**config.mk**
```make
export PLATFORM = sky130hd
export DESIGN_NAME = amp_fault_status_bank
export DESIGN_NICKNAME = d
export VERILOG_FILES = /design/src/rtl/fault_bank_pkg.sv /design/src/rtl/amp_fault_status_bank.sv /design/src/rtl/fault_level_sync.sv /design/src/rtl/fault_report_logic.sv
export SDC_FILE = /design/constraint.sdc
export NUM_CORES = 1
export LEC_CHECK = 0
export ABC_AREA = 1
export BUFFER_PORTS_ARGS = -buffer_cell sky130_fd_sc_hd__buf_2
export CAP_MARGIN = 40
export CORE_UTILIZATION = 54
export DETAILED_ROUTE_END_ITERATION = 7
export PLACE_DENSITY = 0.74
export SLEW_MARGIN = 20
export SYNTH_ARGS = -nofsm -noshare
export SYNTH_HDL_FRONTEND = slang
export SYNTH_HIERARCHICAL = 1
export SYNTH_SLANG_ARGS = --single-unit
```
**constraint.sdc**
```tcl
create_clock -name clk_sys_in -period 0.99 [get_ports clk_sys_in]
set_input_delay 0.0495 -clock clk_sys_in [delete_from_list [all_inputs] [get_ports clk_sys_in]]
set_output_delay 0.0495 -clock clk_sys_in [all_outputs]
set_load 0.1 [all_outputs]
```
**src/rtl/fault_bank_pkg.sv**
```systemverilog
package fault_bank_pkg;

    // --------------------------------------------------------------
    // register offsets on the device register port
    // --------------------------------------------------------------
    localparam logic [7:0] chan_err_addr = 8'h70;
    localparam logic [7:0] global_one_addr = 8'h71;
    localparam logic [7:0] global_two_addr = 8'h72;
    localparam logic [7:0] warning_addr = 8'h73;
    localparam logic [7:0] mask_ctrl_addr = 8'h74;
    localparam logic [7:0] clear_addr = 8'h78;

    // --------------------------------------------------------------
    // reset and read values
    // --------------------------------------------------------------
    localparam logic [7:0] status_reset = 8'h00;
    localparam logic [7:0] mask_reset = 8'h00;
    localparam logic [7:0] unmapped_read = 8'h00;
    localparam logic [7:0] clear_read = 8'h00;
    // bit 3 of the mask register is reserved, read-only zero
    localparam logic [7:0] mask_writable = 8'hf7;

    // --------------------------------------------------------------
    // field positions
    // --------------------------------------------------------------
    localparam int unsigned left_dc_bit = 3;
    localparam int unsigned right_dc_bit = 2;
    localparam int unsigned left_oc_bit = 1;
    localparam int unsigned right_oc_bit = 0;

    localparam int unsigned otp_crc_bit = 7;
    localparam int unsigned coef_write_bit = 6;
    localparam int unsigned boot_load_bit = 5;
    localparam int unsigned clock_err_bit = 2;
    localparam int unsigned supply_ov_bit = 1;
    localparam int unsigned supply_uv_bit = 0;

    localparam int unsigned right_cbc_bit = 2;
    localparam int unsigned left_cbc_bit = 1;
    localparam int unsigned thermal_sd_bit = 0;

    localparam int unsigned left_cbcw_bit = 5;
    localparam int unsigned right_cbcw_bit = 4;
    localparam int unsigned thermal_warn_lsb = 0;
    localparam int unsigned thermal_warn_msb = 3;

    localparam int unsigned thermal_sd_mask_bit = 7;
    localparam int unsigned clock_mask_bit = 4;
    localparam int unsigned supply_mask_bit = 2;
    localparam int unsigned dc_mask_bit = 1;
    localparam int unsigned oc_mask_bit = 0;

    localparam int unsigned clear_bit = 7;

    // --------------------------------------------------------------
    // carriers
    // --------------------------------------------------------------
    // analog detector levels, asynchronous to clk_sys_in
    typedef struct packed {
        logic left_dc;
        logic right_dc;
        logic left_oc;
        logic right_oc;
        logic clock_error;
        logic supply_ov;
        logic supply_uv;
        logic thermal_shutdown;
        logic left_cbc_fault;
        logic right_cbc_fault;
        logic left_cbc_warn;
        logic right_cbc_warn;
        logic [3:0] thermal_warning;
    } fault_cond_type;

    typedef struct packed {
        fault_cond_type stage_one;
        fault_cond_type stage_two;
    } sync_state_type;

    typedef struct packed {
        logic [7:0] addr;
        logic wr;
        logic rd;
        logic [7:0] wdata;
    } reg_req_type;

    typedef struct packed {
        logic [7:0] chan_err;
        logic [7:0] global_one;
        logic [7:0] global_two;
        logic [7:0] warning;
        logic [7:0] mask_ctrl;
        logic [7:0] rdata;
        logic rvalid;
        logic fault_report_n;
        logic stage_hiz;
    } bank_state_type;

endpackage

```
**src/rtl/amp_fault_status_bank.sv**
```systemverilog
// Function
// - left dc fault sets bit 3, hi-z
// - right dc fault sets bit 2, hi-z
// - left over-current sets bit 1, hi-z
// - right over-current sets bit 0, hi-z
// - listed errors also drive fault pin
// - flags hold until clear bit 7 written
// - otp crc failure sets global one bit 7
// - failed coefficient write sets bit 6
// - bit 5 shows boot load failure
// - clock error sets bit 2, hi-z, recovers
// - supply over-voltage sets bit 1, recovers
// - supply under-voltage sets bit 0, recovers
// - right current limit fault sets bit 2
// - left current limit fault sets bit 1
// - thermal shutdown sets bit 0, recovers
// - current limit warnings set bits 5, 4
// - thermal warning levels on bits 3..0
// - reserved channel bits read zero
// - write-only clear bit at own offset
// - dc mask suppresses dc pin reporting
// - oc mask suppresses oc pin reporting
`timescale 1ns/1ps
module amp_fault_status_bank (
    // clock and reset
    input wire logic clk_sys_in,
    input wire logic rst_n_in,
    // analog detector levels, asynchronous
    input wire fault_bank_pkg::fault_cond_type cond_in,
    // digital events, same clock
    input wire logic otp_crc_fail_in,
    input wire logic coef_write_fail_in,
    input wire logic boot_load_done_in,
    input wire logic boot_load_ok_in,
    // register port
    input wire fault_bank_pkg::reg_req_type reg_req_in,
    output logic [7:0] reg_rdata_out,
    output logic reg_rvalid_out,
    // fault pin and power stage
    output logic fault_report_n_out,
    output logic stage_hiz_out
);

    // --------------------------------------------------------------
    // declarations
    // --------------------------------------------------------------
    fault_bank_pkg::bank_state_type state_reg;
    fault_bank_pkg::bank_state_type state_next;
    fault_bank_pkg::fault_cond_type live;
    logic report_active;
    logic hiz_request;

    // --------------------------------------------------------------
    // synchroniser and report logic
    // --------------------------------------------------------------
    fault_level_sync sync_inst (
        .clk_sys_in(clk_sys_in),
        .rst_n_in(rst_n_in),
        .raw_in(cond_in),
        .sync_out(live)
    );

    fault_report_logic report_inst (
        .chan_err_in(state_reg.chan_err),
        .global_one_in(state_reg.global_one),
        .global_two_in(state_reg.global_two),
        .mask_ctrl_in(state_reg.mask_ctrl),
        .live_in(live),
        .report_active_out(report_active),
        .hiz_request_out(hiz_request)
    );

    // --------------------------------------------------------------
    // next state
    // --------------------------------------------------------------
    always_comb begin
        logic clear_hit;
        logic [7:0] chan_set;
        logic [7:0] one_set;
        logic [7:0] two_set;
        logic [7:0] warn_set;
        logic [7:0] boot_keep;
        clear_hit = 1'b0;
        chan_set = fault_bank_pkg::status_reset;
        one_set = fault_bank_pkg::status_reset;
        two_set = fault_bank_pkg::status_reset;
        warn_set = fault_bank_pkg::status_reset;
        boot_keep = fault_bank_pkg::status_reset;
        state_next = state_reg;

        // write of the clear bit; other bits of that word do nothing
        clear_hit = reg_req_in.wr
            && (reg_req_in.addr == fault_bank_pkg::clear_addr)
            && reg_req_in.wdata[fault_bank_pkg::clear_bit];

        // per-flag set terms; reserved positions never get a set
        chan_set[fault_bank_pkg::left_dc_bit] = live.left_dc;
        chan_set[fault_bank_pkg::right_dc_bit] = live.right_dc;
        chan_set[fault_bank_pkg::left_oc_bit] = live.left_oc;
        chan_set[fault_bank_pkg::right_oc_bit] = live.right_oc;

        one_set[fault_bank_pkg::otp_crc_bit] = otp_crc_fail_in;
        one_set[fault_bank_pkg::coef_write_bit] =
            coef_write_fail_in;
        one_set[fault_bank_pkg::clock_err_bit] =
            live.clock_error;
        one_set[fault_bank_pkg::supply_ov_bit] = live.supply_ov;
        one_set[fault_bank_pkg::supply_uv_bit] = live.supply_uv;

        two_set[fault_bank_pkg::right_cbc_bit] =
            live.right_cbc_fault;
        two_set[fault_bank_pkg::left_cbc_bit] =
            live.left_cbc_fault;
        two_set[fault_bank_pkg::thermal_sd_bit] =
            live.thermal_shutdown;

        warn_set[fault_bank_pkg::left_cbcw_bit] =
            live.left_cbc_warn;
        warn_set[fault_bank_pkg::right_cbcw_bit] =
            live.right_cbc_warn;
        warn_set[fault_bank_pkg::thermal_warn_msb:
            fault_bank_pkg::thermal_warn_lsb] =
            live.thermal_warning;

        // sticky: a set in the clearing cycle wins over the clear
        state_next.chan_err = (clear_hit ? fault_bank_pkg::status_reset
            : state_reg.chan_err) | chan_set;
        state_next.global_one = (clear_hit ? fault_bank_pkg::status_reset
            : state_reg.global_one) | one_set;
        state_next.global_two = (clear_hit ? fault_bank_pkg::status_reset
            : state_reg.global_two) | two_set;
        state_next.warning = (clear_hit ? fault_bank_pkg::status_reset
            : state_reg.warning) | warn_set;

        // boot load bit is a status, not sticky: last result wins
        boot_keep[fault_bank_pkg::boot_load_bit] =
            state_reg.global_one[fault_bank_pkg::boot_load_bit];
        if (boot_load_done_in) begin
            state_next.global_one[fault_bank_pkg::boot_load_bit] =
                ~boot_load_ok_in;
        end else begin
            state_next.global_one[fault_bank_pkg::boot_load_bit] =
                boot_keep[fault_bank_pkg::boot_load_bit];
        end

        // mask register write, reserved bit stays zero
        if (reg_req_in.wr
            && (reg_req_in.addr == fault_bank_pkg::mask_ctrl_addr)) begin
            state_next.mask_ctrl =
                reg_req_in.wdata & fault_bank_pkg::mask_writable;
        end

        // reads have no side effect on any flag
        state_next.rvalid = reg_req_in.rd;
        if (reg_req_in.rd) begin
            unique case (reg_req_in.addr)
                fault_bank_pkg::chan_err_addr: begin
                    state_next.rdata = state_reg.chan_err;
                end
                fault_bank_pkg::global_one_addr: begin
                    state_next.rdata = state_reg.global_one;
                end
                fault_bank_pkg::global_two_addr: begin
                    state_next.rdata = state_reg.global_two;
                end
                fault_bank_pkg::warning_addr: begin
                    state_next.rdata = state_reg.warning;
                end
                fault_bank_pkg::mask_ctrl_addr: begin
                    state_next.rdata = state_reg.mask_ctrl;
                end
                fault_bank_pkg::clear_addr: begin
                    state_next.rdata = fault_bank_pkg::clear_read;
                end
                default: begin
                    state_next.rdata = fault_bank_pkg::unmapped_read;
                end
            endcase
        end

        // pin lags its flag by one clock; stage hi-z likewise
        state_next.fault_report_n = ~report_active;
        state_next.stage_hiz = hiz_request;
    end

    // --------------------------------------------------------------
    // state register
    // --------------------------------------------------------------
    always_ff @(posedge clk_sys_in or negedge rst_n_in) begin
        if (!rst_n_in) begin
            state_reg.chan_err <= fault_bank_pkg::status_reset;
            state_reg.global_one <= fault_bank_pkg::status_reset;
            state_reg.global_two <= fault_bank_pkg::status_reset;
            state_reg.warning <= fault_bank_pkg::status_reset;
            state_reg.mask_ctrl <= fault_bank_pkg::mask_reset;
            state_reg.rdata <= fault_bank_pkg::unmapped_read;
            state_reg.rvalid <= 1'b0;
            state_reg.fault_report_n <= 1'b1;
            state_reg.stage_hiz <= 1'b0;
        end else begin
            state_reg <= state_next;
        end
    end

    // --------------------------------------------------------------
    // outputs
    // --------------------------------------------------------------
    assign reg_rdata_out = state_reg.rdata;
    assign reg_rvalid_out = state_reg.rvalid;
    assign fault_report_n_out = state_reg.fault_report_n;
    assign stage_hiz_out = state_reg.stage_hiz;

endmodule // amp_fault_status_bank

```
**src/rtl/fault_level_sync.sv**
```systemverilog
`timescale 1ns/1ps
module fault_level_sync (
    // clock and reset
    input wire logic clk_sys_in,
    input wire logic rst_n_in,
    // levels
    input wire fault_bank_pkg::fault_cond_type raw_in,
    output fault_bank_pkg::fault_cond_type sync_out
);

    fault_bank_pkg::sync_state_type state_reg;
    fault_bank_pkg::sync_state_type state_next;

    // --------------------------------------------------------------
    // two flops; only the second stage is ever read
    // --------------------------------------------------------------
    always_comb begin
        state_next = state_reg;
        state_next.stage_one = raw_in;
        state_next.stage_two = state_reg.stage_one;
    end

    always_ff @(posedge clk_sys_in or negedge rst_n_in) begin
        if (!rst_n_in) begin
            state_reg <= '0;
        end else begin
            state_reg <= state_next;
        end
    end

    assign sync_out = state_reg.stage_two;

endmodule // fault_level_sync

```
**src/rtl/fault_report_logic.sv**
```systemverilog
`timescale 1ns/1ps
module fault_report_logic (
    // latched flags and mask
    input wire logic [7:0] chan_err_in,
    input wire logic [7:0] global_one_in,
    input wire logic [7:0] global_two_in,
    input wire logic [7:0] mask_ctrl_in,
    // live synchronised conditions
    input wire fault_bank_pkg::fault_cond_type live_in,
    // results
    output logic report_active_out,
    output logic hiz_request_out
);

    logic dc_any;
    logic oc_any;

    assign dc_any = chan_err_in[fault_bank_pkg::left_dc_bit]
        | chan_err_in[fault_bank_pkg::right_dc_bit];
    assign oc_any = chan_err_in[fault_bank_pkg::left_oc_bit]
        | chan_err_in[fault_bank_pkg::right_oc_bit];

    // --------------------------------------------------------------
    // fault pin: or of every unmasked reportable flag
    // --------------------------------------------------------------
    always_comb begin
        report_active_out =
            (dc_any & ~mask_ctrl_in[fault_bank_pkg::dc_mask_bit])
            | (oc_any
                & ~mask_ctrl_in[fault_bank_pkg::oc_mask_bit])
            | (global_one_in[fault_bank_pkg::clock_err_bit]
                & ~mask_ctrl_in[fault_bank_pkg::clock_mask_bit])
            | ((global_one_in[fault_bank_pkg::supply_ov_bit]
                | global_one_in[fault_bank_pkg::supply_uv_bit])
                & ~mask_ctrl_in[fault_bank_pkg::supply_mask_bit])
            | (global_two_in[fault_bank_pkg::thermal_sd_bit]
                & ~mask_ctrl_in[fault_bank_pkg::thermal_sd_mask_bit]);
    end

    // --------------------------------------------------------------
    // output stage hi-z
    // --------------------------------------------------------------
    // dc and over-current hold hi-z until cleared; clock, supply and
    // thermal follow the live condition so the stage recovers alone
    always_comb begin
        hiz_request_out = dc_any | oc_any
            | live_in.clock_error
            | live_in.supply_ov
            | live_in.supply_uv
            | live_in.thermal_shutdown;
    end

endmodule // fault_report_logic

```
==> impl_metrics.yaml <==
worst_setup_path:
  timing.critical_path.arrival_ns: 1.04
  worstReg2RegStart: "state_reg[43]"
  critPathSlowestCell: "sky130_fd_sc_hd__dfstp_2"
  rr_worst_depth: 5
  cp.depth: 1
  worstPathCellList: "buf_12"
  crit_type: "flop to output pin"
  crit_required_ns: 0.94
  critical_path_peak_fanout: 1
  regToRegSetupSlack_ns: 0.10
  r2r_path_end: "reg_rdata_out[0]"
  cpLargestDelayFamily: "flip-flops"
  cp_num_buf_inv: 1
  startpoint_kind_of_the_worst_setup_timing_path: "flop"
  crit_start: "fault_report_n_out"
  critical-path-max-stage-delay_ns: 0.54
  worst_setup_path_endpoint: "fault_report_n_out"
  endpoint_kind: "output pin"
layout:
  fin_area_um2: 3650
  layout.nets: 402
  multi_input_comb_area_um2: 703
  insertedDiodeCount: 0
  fillCellCount: 319
  drive_above_1_share_pct: 25.5
  flip_flop_count_of_the_largest_register_after_layout: 26
  area_growth_pct: 37.2
  register_area_um2: 1730
floorplan:
  floorplan.core_area_um2: 4720
  effective_utilization_at_floorplan_pct: 56.3
  die-area_um2: 5210
  chipHeight_um: 72.2
  floorplan.io_pins: 51
  fp-row-count: 25
  die_width_um: 72.2
route:
  drt-total-wl_mm: 5.31
  drt.antenna.violating_nets: 0
  via_count: 2021
  drc: 0
  number_of_drc_violations_after_detailed_routing_iteration_0: 78
  detail_route.first_pass.iterations: 4
  wl_per_cell_um: 12.3
  drt-vias-per-instance: 4.68
sta:
  timing.final.crit_period_ns: 1.09
  setup_viol_count_final: 1
  max_slew_margin_pct: 73.3
  unrepaired_setup_endpoints_after_global_routing: "yes"
  fmax_ghz: 0.916
  final-max-slew-violation-count: 0
  finClkSkew_ns: 0.00612
  tns_ns: -0.101
  layout_setup_ws_ns: -0.101
  hold_viol: 0
  fin_crit_sh_pct: 110
  tightest_slew_ns: 0.399
cts:
  ctsHtreeMaxLevel: 3
  root_buffer: "sky130_fd_sc_hd__clkbuf_8"
  clk_transition_reported_paths_ns: 0.07
  tritoncts.num_buffers: 9
  cts_sinks: 69
  tritoncts_clock_tree: "yes"
  max-clock-path-buffers: 2
  clock_latency_ns: 0.33
place:
  gpl.final_weighted_congestion: 0.833
  port-buffer-count: 49
  dpl_cell_area_um2: 3140
  detailedPlacementHpwl_mm: 3.26
global_route:
  grt_max_degree: 70
  via_count_of_the_first_global_routing_pass: 1914
  grt_first_pass_wirelength_mm: 8.40
  grt_antenna_before_repair: 0
  grt_util_all_layers_pct: 22.4
  globalRouteMet3Util_pct: 6.53
  met1_resource_use_gr_pct: 26.8
  grt.busiest_layer: "met2"
  grtUsageMet2_pct: 37.4
  grt-ovfl-total: 0
worst_hold_path:
  hold_path.class: "input port to flop"
power:
  total_power_w: 0.00529
  leakage_nw: 1.90
  p_per_area_nw_per_um2: 1450
  ir_worst_vdd_mv: 1.44
synthesis:
  synth-warning-count: 6
  synth_area_um2: 2660
  synth_cells: 269
  synthesis.area_per_instance_um2: 9.89
  synth_nets: 309
run_status:
  violated_checks: "negative setup slack"
  run_status: "complete, but fails checks"
run:
  drv_cap: 0
-- through the flow --
stage / std cells / hold slack [ns] / util (%) / setup slack, ns
2_1_floorplan: 269 / -0.246 / - / 0.0572
3_3_place_gp: 381 / 0.0899 / 66.4 / -0.103
3_5_place_dp: 381 / 0.0953 / 66.4 / -0.132
4_1_cts: 424 / 0.101 / 75.7 / -0.116
5_1_grt: 432 / 0.129 / 77.3 / -0.137
6_report: 432 / 0.115 / 77.3 / -0.101
-- power breakdown --
group          internal [W]  leakage (nW)  total [W]  switching, W
Clock              0.000868        0.0788    0.00178      0.000914
Sequential          0.00292         0.766    0.00296     0.0000448
Combinational      0.000242          1.05   0.000544      0.000301
Total               0.00403          1.90    0.00529       0.00126
-- layout by cell type, fill, tap and decap left out, types with 9 or more instances in the layout --
master and n:
sky130_fd_sc_hd__nand2_1 77, sky130_fd_sc_hd__buf_12 13, sky130_fd_sc_hd__buf_4 14, sky130_fd_sc_hd__nand3_1 23, sky130_fd_sc_hd__nor2_1 21, sky130_fd_sc_hd__dlygate4sd3_1 29, sky130_fd_sc_hd__inv_1 35, sky130_fd_sc_hd__dfrtp_1 68
sky130_fd_sc_hd__clkbuf_8 9, sky130_fd_sc_hd__buf_2 38
-- worst min path at each step --
stage / cells past startpoint / from / slack, ns / end
floorplan: 0 / rst_n_in / -0.25 / reg_rdata_out[0]
CTS: 5 / reg_req_in[12] / 0.10 / reg_rdata_out[4]
global route: 5 / reg_req_in[12] / 0.13 / reg_rdata_out[4]
finish: 5 / reg_req_in[12] / 0.11 / reg_rdata_out[4]
detailed placement: 2 / rst_n_in / 0.1 / sync_inst/state_next[10]
global placement: 2 / rst_n_in / 0.09 / sync_inst/state_next[13]
-- final cells by class --
type	count	share of cell area, %
flip-flops and latches	69	47.3
inverters	38	3.91
clock inverters	3	0.411
well taps	67	2.30
multi-input cells	150	19.3
clock buffers	11	3.60
repair buffers	94	23.2
-- metal layers --
layer  up-vias  routed length, um
met5         -                  0
met4         0                 87
met3         8                253
met2        61               2700
met1       952               2260
li1       1000                  -
-- timing repair --
action / 4_1_cts / 5_1_grt
pin swaps: 0 / 1
resized for setup: 0 / 2
endpoints found under the hold margin: 95 / 0
cloned: 0 / 1
hold buffers: 29 / 0
setup endpoints to repair: 2 / 24
setup buffers: 0 / 7
Note: power is estimated with default switching activity, not from simulation.
